`src/cdd_pkg.sv`:
```
// Constants and carrier types of the character display command decoder.
// Assumes a single 250 MHz core clock; all timing figures derive from it.
package cdd_pkg;
    // =====================================================================
    // Timing.
    localparam int CLK_PERIOD_NS = 4;
    localparam int CLR_TIME_US   = 1530;
    localparam int SET_TIME_US   = 39000;
    localparam int DATA_TIME_US  = 43000;
    localparam int CLR_CYC  = (CLR_TIME_US * 1000 + CLK_PERIOD_NS - 1)
                              / CLK_PERIOD_NS;
    localparam int SET_CYC  = (SET_TIME_US * 1000 + CLK_PERIOD_NS - 1)
                              / CLK_PERIOD_NS;
    localparam int DATA_CYC = (DATA_TIME_US * 1000 + CLK_PERIOD_NS - 1)
                              / CLK_PERIOD_NS;
    localparam int CNT_W    = 24;

    // =====================================================================
    // Memory sizes and fill value.
    localparam int AP_W        = 7;
    localparam int TEXT_DEPTH  = 128;
    localparam int GLYPH_DEPTH = 64;
    localparam logic [7:0] SPACE_CODE = 8'h20;

    // =====================================================================
    // Field positions inside instruction and status bytes.
    localparam int ENT_DIR  = 1;
    localparam int ENT_SCR  = 0;
    localparam int DSP_VIS  = 2;
    localparam int DSP_SHW  = 1;
    localparam int DSP_FLS  = 0;
    localparam int SH_TGT   = 3;
    localparam int SH_DIR   = 2;
    localparam int FN_BW    = 4;
    localparam int FN_ROW   = 3;
    localparam int FN_TALL  = 2;
    localparam int FLAG_BIT = 7;

    // =====================================================================
    // Carrier types.
    typedef struct packed {
        logic       rs;
        logic       rw;
        logic       st;
        logic [7:0] data;
    } cdd_pins_t;

    typedef struct packed {
        logic panel_visible;
        logic pointer_shown;
        logic pointer_flash;
        logic step_direction;
        logic auto_scroll;
        logic bus_width_sel;
        logic two_row;
        logic tall_glyph;
    } cdd_mode_t;

    localparam cdd_mode_t MODE_RST = '{1'b0, 1'b0, 1'b0, 1'b1,
                                       1'b0, 1'b1, 1'b0, 1'b0};
endpackage

```
`src/cdd_decoder.sv`:
```
// Host port and instruction decoder of a character display controller.
// Assumes the host pins arrive asynchronously and are resynchronised here.
// Operation
// Select high carries RAM data; low carries instructions or status.
// Read high makes the device drive data lines; low, host drives.
// Host keeps strobe phases at least 230 ns, cycles 500 ns.
// Clear fills text RAM with spaces and zeroes the pointer.
// Return home zeroes pointer and display shift; text RAM untouched.
// Entry mode stores step direction and auto scroll enable.
// Display control latches visible, pointer shown and flash bits.
// Shift instruction moves pointer or display, RAM unchanged.
// Function set selects bus width, row count and glyph height.
// Glyph address set loads pointer; data then targets glyph RAM.
// Text address set loads pointer; data then targets text RAM.
// Status read returns busy flag on bit 7, pointer below.
// Data write stores byte into the last selected RAM.
// Data read returns byte at the pointer from selected RAM.
// Shift codes: 00 left, 01 right pointer; 1x shifts display.
// Narrow bus moves each byte as two nibbles, high first.
// Host polls busy flag low before the next instruction.
// After each data write the pointer steps by entry direction.
// Instructions decode by their most significant set bit.
// Writes taken on strobe fall; read data driven while strobe high.
`timescale 1ns/100ps
`default_nettype none
module cdd_decoder #(
    parameter int CLR_CYC  = cdd_pkg::CLR_CYC,
    parameter int SET_CYC  = cdd_pkg::SET_CYC,
    parameter int DATA_CYC = cdd_pkg::DATA_CYC
) (
    input  wire logic              core_clk,
    input  wire logic              resetn,
    input  wire cdd_pkg::cdd_pins_t pins,
    output var  logic [7:0]        data_lines_out,
    output var  logic              data_lines_oe,
    output var  cdd_pkg::cdd_mode_t mode,
    output var  logic [6:0]        address_pointer,
    output var  logic [6:0]        display_shift,
    output var  logic              glyph_sel,
    output var  logic              internal_op_flag
);
    localparam int CW = cdd_pkg::CNT_W;
    localparam int TD = cdd_pkg::TEXT_DEPTH;
    localparam int GD = cdd_pkg::GLYPH_DEPTH;

    // =====================================================================
    // Pin synchroniser and strobe edges.
    cdd_pkg::cdd_pins_t s1_q;
    cdd_pkg::cdd_pins_t s2_q;
    logic               st3_q;

    // Two flops per pin; edges compare the second and third stages only.
    always_ff @(posedge core_clk or negedge resetn) begin
        if (!resetn) begin
            s1_q  <= '0;
            s2_q  <= '0;
            st3_q <= 1'b0;
        end else begin
            s1_q  <= pins;
            s2_q  <= s1_q;
            st3_q <= s2_q.st;
        end
    end

    logic st_fall;
    logic st_rise;
    assign st_fall = st3_q && !s2_q.st;
    assign st_rise = s2_q.st && !st3_q;

    // =====================================================================
    // State.
    cdd_pkg::cdd_mode_t mode_q, mode_d;
    logic [6:0]   ap_q, ap_d;
    logic [6:0]   shift_q, shift_d;
    logic         glyph_q, glyph_d;
    logic         busy_q, busy_d;
    logic [CW-1:0] cnt_q, cnt_d;
    logic         clr_q, clr_d;
    logic [6:0]   clr_idx_q, clr_idx_d;
    logic         half_q, half_d;
    logic [3:0]   nib_q, nib_d;
    logic [7:0]   hold_q, hold_d;
    logic [7:0]   dout_q, dout_d;
    logic         oe_q, oe_d;
    logic [7:0]   text_ram [TD];
    logic [7:0]   glyph_ram [GD];
    logic         ram_we;
    logic         ram_glyph;
    logic [6:0]   ram_wa;
    logic [7:0]   ram_wd;
    logic         full;
    logic [7:0]   wr_byte;
    logic [7:0]   rd_data;
    logic [7:0]   src;
    logic [6:0]   ap_step;
    logic         cmd_go;
    logic         dwr_go;
    logic         drd_go;

    // A byte completes on this fall in wide mode, or on the second nibble.
    assign full    = mode_q.bus_width_sel || half_q;
    assign wr_byte = mode_q.bus_width_sel ? s2_q.data
                     : {nib_q, s2_q.data[7:4]};
    assign rd_data = glyph_q ? glyph_ram[ap_q[5:0]] : text_ram[ap_q];
    assign cmd_go  = st_fall && full && !s2_q.rw && !s2_q.rs
                     && !busy_q;
    assign dwr_go  = st_fall && full && !s2_q.rw && s2_q.rs && !busy_q;
    assign drd_go  = st_fall && full && s2_q.rw && s2_q.rs && !busy_q;

    // Pointer step; glyph addressing wraps inside its six bits.
    always_comb begin
        ap_step = mode_q.step_direction ? ap_q + 7'h01
                  : ap_q - 7'h01;
        ap_step[6] = ap_step[6] && !glyph_q;
    end

    // =====================================================================
    // Next state: transfers, decode, clear sweep and busy timer.
    always_comb begin
        mode_d    = mode_q;
        ap_d      = ap_q;
        shift_d   = shift_q;
        glyph_d   = glyph_q;
        cnt_d     = cnt_q;
        clr_d     = clr_q;
        clr_idx_d = clr_idx_q;
        half_d    = half_q;
        nib_d     = nib_q;
        hold_d    = hold_q;
        dout_d    = dout_q;
        oe_d      = oe_q;
        ram_we    = 1'b0;
        ram_glyph = glyph_q;
        ram_wa    = ap_q;
        ram_wd    = s2_q.data;
        src       = s2_q.rs ? rd_data : {busy_q, ap_q};

        if (cnt_q != '0) begin
            cnt_d = cnt_q - 1'b1;
        end

        // The clear sweep writes one space per cycle while busy stands.
        if (clr_q) begin
            ram_we    = 1'b1;
            ram_glyph = 1'b0;
            ram_wa    = clr_idx_q;
            ram_wd    = cdd_pkg::SPACE_CODE;
            clr_idx_d = clr_idx_q + 7'h01;
            if (clr_idx_q == 7'(TD - 1)) begin
                clr_d = 1'b0;
            end
        end

        // Read data is latched at the rise and held until the fall.
        if (st_rise && s2_q.rw) begin
            oe_d = 1'b1;
            if (mode_q.bus_width_sel) begin
                dout_d = src;
                hold_d = src;
            end else if (!half_q) begin
                dout_d = {src[7:4], 4'h0};
                hold_d = src;
            end else begin
                dout_d = {hold_q[3:0], 4'h0};
            end
        end

        if (st_fall) begin
            oe_d = 1'b0;
            if (!mode_q.bus_width_sel) begin
                half_d = !half_q;
                nib_d  = s2_q.data[7:4];
            end
        end

        // Leading one selects the instruction.
        if (cmd_go) begin
            cnt_d = CW'(SET_CYC);
            if (wr_byte[7]) begin
                ap_d    = wr_byte[6:0];
                glyph_d = 1'b0;
            end else if (wr_byte[6]) begin
                ap_d    = {1'b0, wr_byte[5:0]};
                glyph_d = 1'b1;
            end else if (wr_byte[5]) begin
                mode_d.bus_width_sel = wr_byte[cdd_pkg::FN_BW];
                mode_d.two_row       = wr_byte[cdd_pkg::FN_ROW];
                mode_d.tall_glyph    = wr_byte[cdd_pkg::FN_TALL];
                half_d               = 1'b0;
            end else if (wr_byte[4]) begin
                if (wr_byte[cdd_pkg::SH_TGT]) begin
                    shift_d = wr_byte[cdd_pkg::SH_DIR] ? shift_q - 7'h01
                              : shift_q + 7'h01;
                end else begin
                    ap_d = wr_byte[cdd_pkg::SH_DIR] ? ap_q + 7'h01
                           : ap_q - 7'h01;
                end
            end else if (wr_byte[3]) begin
                mode_d.panel_visible = wr_byte[cdd_pkg::DSP_VIS];
                mode_d.pointer_shown = wr_byte[cdd_pkg::DSP_SHW];
                mode_d.pointer_flash = wr_byte[cdd_pkg::DSP_FLS];
            end else if (wr_byte[2]) begin
                mode_d.step_direction = wr_byte[cdd_pkg::ENT_DIR];
                mode_d.auto_scroll    = wr_byte[cdd_pkg::ENT_SCR];
            end else if (wr_byte[1]) begin
                ap_d    = '0;
                shift_d = '0;
                glyph_d = 1'b0;
                cnt_d   = CW'(CLR_CYC);
            end else if (wr_byte[0]) begin
                ap_d      = '0;
                shift_d   = '0;
                glyph_d   = 1'b0;
                clr_d     = 1'b1;
                clr_idx_d = '0;
                mode_d.step_direction = 1'b1;
                cnt_d     = CW'(CLR_CYC);
            end
        end

        // Data write into the selected RAM, then step and maybe scroll.
        if (dwr_go) begin
            ram_we = 1'b1;
            ram_wd = wr_byte;
            ap_d   = ap_step;
            cnt_d  = CW'(DATA_CYC);
            if (mode_q.auto_scroll && !glyph_q) begin
                shift_d = mode_q.step_direction ? shift_q + 7'h01
                          : shift_q - 7'h01;
            end
        end

        // A data read advances the pointer once its byte is complete.
        if (drd_go) begin
            ap_d  = ap_step;
            cnt_d = CW'(DATA_CYC);
        end

        busy_d = (cnt_d != '0) || clr_d;
    end

    // =====================================================================
    // Registers.
    always_ff @(posedge core_clk or negedge resetn) begin
        if (!resetn) begin
            mode_q    <= cdd_pkg::MODE_RST;
            ap_q      <= '0;
            shift_q   <= '0;
            glyph_q   <= 1'b0;
            busy_q    <= 1'b0;
            cnt_q     <= '0;
            clr_q     <= 1'b0;
            clr_idx_q <= '0;
            half_q    <= 1'b0;
            nib_q     <= '0;
            hold_q    <= '0;
            dout_q    <= '0;
            oe_q      <= 1'b0;
        end else begin
            mode_q    <= mode_d;
            ap_q      <= ap_d;
            shift_q   <= shift_d;
            glyph_q   <= glyph_d;
            busy_q    <= busy_d;
            cnt_q     <= cnt_d;
            clr_q     <= clr_d;
            clr_idx_q <= clr_idx_d;
            half_q    <= half_d;
            nib_q     <= nib_d;
            hold_q    <= hold_d;
            dout_q    <= dout_d;
            oe_q      <= oe_d;
        end
    end

    // RAM contents carry no reset; software clears text RAM by instruction, glyph RAM never.
    always_ff @(posedge core_clk) begin
        if (ram_we) begin
            if (ram_glyph) begin
                glyph_ram[ram_wa[5:0]] <= ram_wd;
            end else begin
                text_ram[ram_wa] <= ram_wd;
            end
        end
    end

    assign data_lines_out   = dout_q;
    assign data_lines_oe    = oe_q;
    assign mode             = mode_q;
    assign address_pointer  = ap_q;
    assign display_shift    = shift_q;
    assign glyph_sel        = glyph_q;
    assign internal_op_flag = busy_q;
endmodule
`default_nettype wire

```
`config.mk`:
```
export PLATFORM = sky130hd
export DESIGN_NAME = cdd_decoder
export DESIGN_NICKNAME = d
export VERILOG_FILES = /design/src/cdd_pkg.sv /design/src/cdd_decoder.sv
export SDC_FILE = /design/constraint.sdc
export NUM_CORES = 2
export LEC_CHECK = 0
export BUFFER_PORTS_ARGS = -buffer_cell sky130_fd_sc_hd__buf_4
export CAP_MARGIN = 10
export CORE_UTILIZATION = 55
export DETAILED_ROUTE_END_ITERATION = 6
export PLACE_DENSITY = 0.77
export SLEW_MARGIN = 20
export SYNTH_ARGS = -nofsm -noshare
export SYNTH_HDL_FRONTEND = slang
export SYNTH_SLANG_ARGS = --single-unit
```
`constraint.sdc`:
```
create_clock -name core_clk -period 31.3 [get_ports core_clk]
set_clock_uncertainty 0.05 [all_clocks]
set_input_delay 6.26 -clock core_clk [delete_from_list [all_inputs] [get_ports core_clk]]
set_output_delay 6.26 -clock core_clk [all_outputs]
set_load 0.03 [all_outputs]
```
==> out/qor.txt <==
RUN STATUS
--------------------------------------------------------------------------------
Outcome                                                             finished clean

FLOORPLAN
--------------------------------------------------------------------------------
Number of primary I/O pins                                                    46
Die span in y                                                             346 um
Initial Utilization                                                        0.557
Die boundary width                                                        346 um
Core Rows                                                                    125
DIE AREA                                                             120,000 um2
Core footprint                                                       117,000 um2

PLACE
--------------------------------------------------------------------------------
DP Wirelength                                                          96,600 um
Global placer's final weighted congestion                                  0.933
Pre-CTS WS                                                              23.83 ns
Port buffer count                                                             45

CLOCKING
--------------------------------------------------------------------------------
CTS tree                                                                     yes
Cts-stage hold buffer count                                                    0
Setup Fix Bufs, Post-CTS                                                       0
Cell chosen for the clock root                                      sky130_fd_sc_hd__clkbuf_16
Clock buffer count from CTS                                                  157
Number of buffers between clock root and the deepest sink                      3
Total clock sinks                                                          1,633
Clock latency at the later pin of the worst-skew pair                    0.78 ns
Clk pin slew, worst setup/hold paths                                     0.06 ns
Post-cts repair resize count                                                   0
H-tree depth                                                                   4

WORST HOLD PATH
--------------------------------------------------------------------------------
Tightest Hold Check Type                                              reg -> reg

WORST SETUP PATH
--------------------------------------------------------------------------------
Worst EP arrival                                                         1.97 ns
Master of the slowest instance on the critical path                 sky130_fd_sc_hd__dfrtp_1
Delay of the slowest critical-path stage                                 0.89 ns
Required @ worst endpoint                                               24.99 ns
Critical path, cell by cell                                                buf_4
Worst R2R Setup Slack                                                   25.05 ns
Category of the worst setup path launch point                               flop
Cell type group with the largest total delay on the critical path     flip-flops
Type of element capturing the critical path                           output pin
Critical setup path kind                                              reg -> out
Crit path buf inv count                                                        1
CP max FO                                                                     21

ROUTE
--------------------------------------------------------------------------------
Residual DRC count                                                             0
Violation count after the first detailed-route iteration                   5,028
Via Count                                                                 35,000
Detail-routed via count per cell                                            6.76
Iteration count of the initial detailed-routing pass                           6
Count of nets left with antenna violations after detail routing                0
Total Routed Length                                                   162,000 um
Average wire per standard cell                                           31.3 um

CELLS AND AREA
--------------------------------------------------------------------------------
Total area of sequential cells                                        48,600 um2
Synthesis-to-finish area growth                                            10.7%
Ant. Diodes                                                                    0
Fill cell instance count of the final layout                               7,729
Layout net count                                                           3,549
Area of combinational cells with multiple inputs                      15,700 um2
Share of layout cells above drive strength 1                               0.205

SYNTHESIS
--------------------------------------------------------------------------------
Fraction of post-synthesis cell area in the top cell type by area          0.708
Cell with the most instances after synthesis                        sky130_fd_sc_hd__edfxtp_1
Top_reg_cell synth                                                  sky130_fd_sc_hd__edfxtp_1
Post-synthesis sequential area ratio                                       0.746
Synth cell count leaders                                            sky130_fd_sc_hd__edfxtp_1, sky130_fd_sc_hd__mux4_2, sky130_fd_sc_hd__nor2_1
Cells after synthesis                                                      3,438
Net count after synthesis                                                  3,460
Dominant cell type by area after synthesis                          sky130_fd_sc_hd__edfxtp_1
Post-Syn Area                                                         65,100 um2
Synthesis warning total                                                        0
Count of state elements after synthesis                                    1,633
Count of flip-flops with a built-in enable after synthesis                 1,536
Async set-reset flop share out of synthesis                               0.0594
Mean instance size in the synthesized netlist                           18.9 um2
Cell types occupying the most area after synthesis                  sky130_fd_sc_hd__edfxtp_1, sky130_fd_sc_hd__mux4_2, sky130_fd_sc_hd__dfrtp_1, sky130_fd_sc_hd__mux2i_1, sky130_fd_sc_hd__nor2_1
Count of unique library cells instantiated by Yosys                           82

STA
--------------------------------------------------------------------------------
Final count of pins violating max slew                                         0
Worst Tran Pin Value                                                     1.23 ns
Relative slew margins                                                      0.176
Final hold violations                                                          0
Unrepaired setup endpoints after global routing                               no
Max Fclk                                                                 121 MHz
Final critical path time including I/O delays and setup                  8.28 ns
Number of setup violations in the final report                                 0
Post-Route Setup TNS                                                        0 ns
Final worst path period share                                              0.265
Setup slack of the critical path after layout                           23.02 ns

PWR
--------------------------------------------------------------------------------
Worst vdd ir                                                         0.0000402 V
Pwr Density                                                          62.7 nW/um2
Leak pwr                                                                 22.3 nW

GLOBAL ROUTING
--------------------------------------------------------------------------------
All-layer global routing usage                                             0.272
Number of antenna violations at the first check in global routing              1
Overflow left after global routing                                             0
Global Route met1 Usage                                                    0.375
Met2 track demand over resource in global routing                          0.414
Layer with the highest usage after global routing                           met2
First-pass GRT wire length                                            236,000 um
Vias in the first global route                                            34,300
Largest net degree at the start of global routing                            193
GR Layer Usage met3                                                       0.0762

JOB
--------------------------------------------------------------------------------
Max capacitance violation total                                                0

[layout make-up]
cell class | instances | share of cell area
clock inverter | 65 | 0.00740
inverter | 18 | 0.000972
clock buffer | 219 | 0.0594
multi-input combinational | 1601 | 0.218
timing repair buffer | 116 | 0.0134
tap | 1524 | 0.0265
sequential | 1633 | 0.674
[cell usage in the layout, fill, tap and decap left out, drive strengths merged, types with 14 or more instances in the layout]
cell	Yosys	final
edfxtp	1536	1536
mux4	356	356
nor2	284	284
clkbuf	78	219
nand2	170	170
mux2i	149	149
buf	108	116
dfrtp	95	95
a21oi	79	79
o21ai	75	75
clkinv	1	56
nand3	41	41
nor3	30	30
o22ai	29	29
o221ai	27	27
a22oi	25	25
mux2	20	20
inv	17	20
a221oi	19	19
nor4	19	19
a211oi	18	18
xnor2	17	17
or3	16	16
nand4	15	15
o211ai	15	15
nand3b	15	15
or2	14	14
nor2b	14	14
and2	14	14
[worst paths after layout]
check,depth (start not counted),from,to
worst max register to register,11,address_pointer[1],data_lines_out[1]
worst max-delay path,1,address_pointer[6],address_pointer[6]
max in group asynchronous,2,resetn,cnt_q[3]
worst min-delay path,0,s1_q[9],s2_q[9]
worst min register to register,0,s1_q[9],s2_q[9]
min in group asynchronous,1,resetn,data_lines_out[7]
[where the power goes]
group | internal (mW) | total [mW] | leakage [nW] | switching, mW
combinational | 0.0981 | 0.290 | 5.00 | 0.192
sequential | 2.41 | 2.43 | 15.0 | 0.0262
clock | 0.999 | 1.79 | 2.33 | 0.794
total | 3.51 | 4.52 | 22.3 | 1.01
[metrics by stage]
stage	utilization	total power, mW	hold WS (ns)	std cells	cell area, um2
2_1_floorplan	-	2.67	0.281	3438	65100
3_3_place_gp	0.575	2.75	0.299	4890	67200
3_5_place_dp	0.575	2.76	0.286	4891	67200
4_1_cts	0.617	4.52	0.308	5175	72000
5_1_grt	0.617	4.63	0.318	5176	72100
6_report	0.617	4.52	0.306	5176	72100
[per-layer routing]
metal / vias up / routed length, um
met4: 0 / 6910
met2: 2501 / 74700
met3: 432 / 20800
met1: 17900 / 59500
li1: 14200 / -
met5: - / 0
[registers in the layout, summed over array words and instances, names as in the netlist, 4 cells and up]
signal	cells
nib_q	4
mode	8
cnt_q	24
hold_q	4
s2_q	11
s1_q	11
text_ram	1024
display_shift	7
address_pointer	7
data_lines_out	8
clr_idx_q	7
glyph_ram	512
[worst reg2reg max path, cell delays in order (launching register included)]
cell	delay, ns
sky130_fd_sc_hd__dfrtp_4	0.76
sky130_fd_sc_hd__buf_4	0.69
sky130_fd_sc_hd__buf_4	0.68
sky130_fd_sc_hd__buf_4	0.91
sky130_fd_sc_hd__buf_4	0.74
sky130_fd_sc_hd__mux4_2	0.41
sky130_fd_sc_hd__mux2_2	0.33
sky130_fd_sc_hd__a221oi_1	0.31
sky130_fd_sc_hd__a21oi_1	0.09
sky130_fd_sc_hd__a221o_1	0.39
sky130_fd_sc_hd__a31oi_1	0.54
sky130_fd_sc_hd__o21ai_0	0.20
[kinds of logic after synthesis]
logic type | synth area share
AOI/OAI and AO/OA | 0.0382
xor gates and xnor gates | 0.00350
adders and majority gates | 0.00173
buffers and inverters | 0.0142
DFF | 0.746
muxes | 0.150
and+or+nand+nor | 0.0471
No activity file was read; power rests on OpenSTA's default activity.
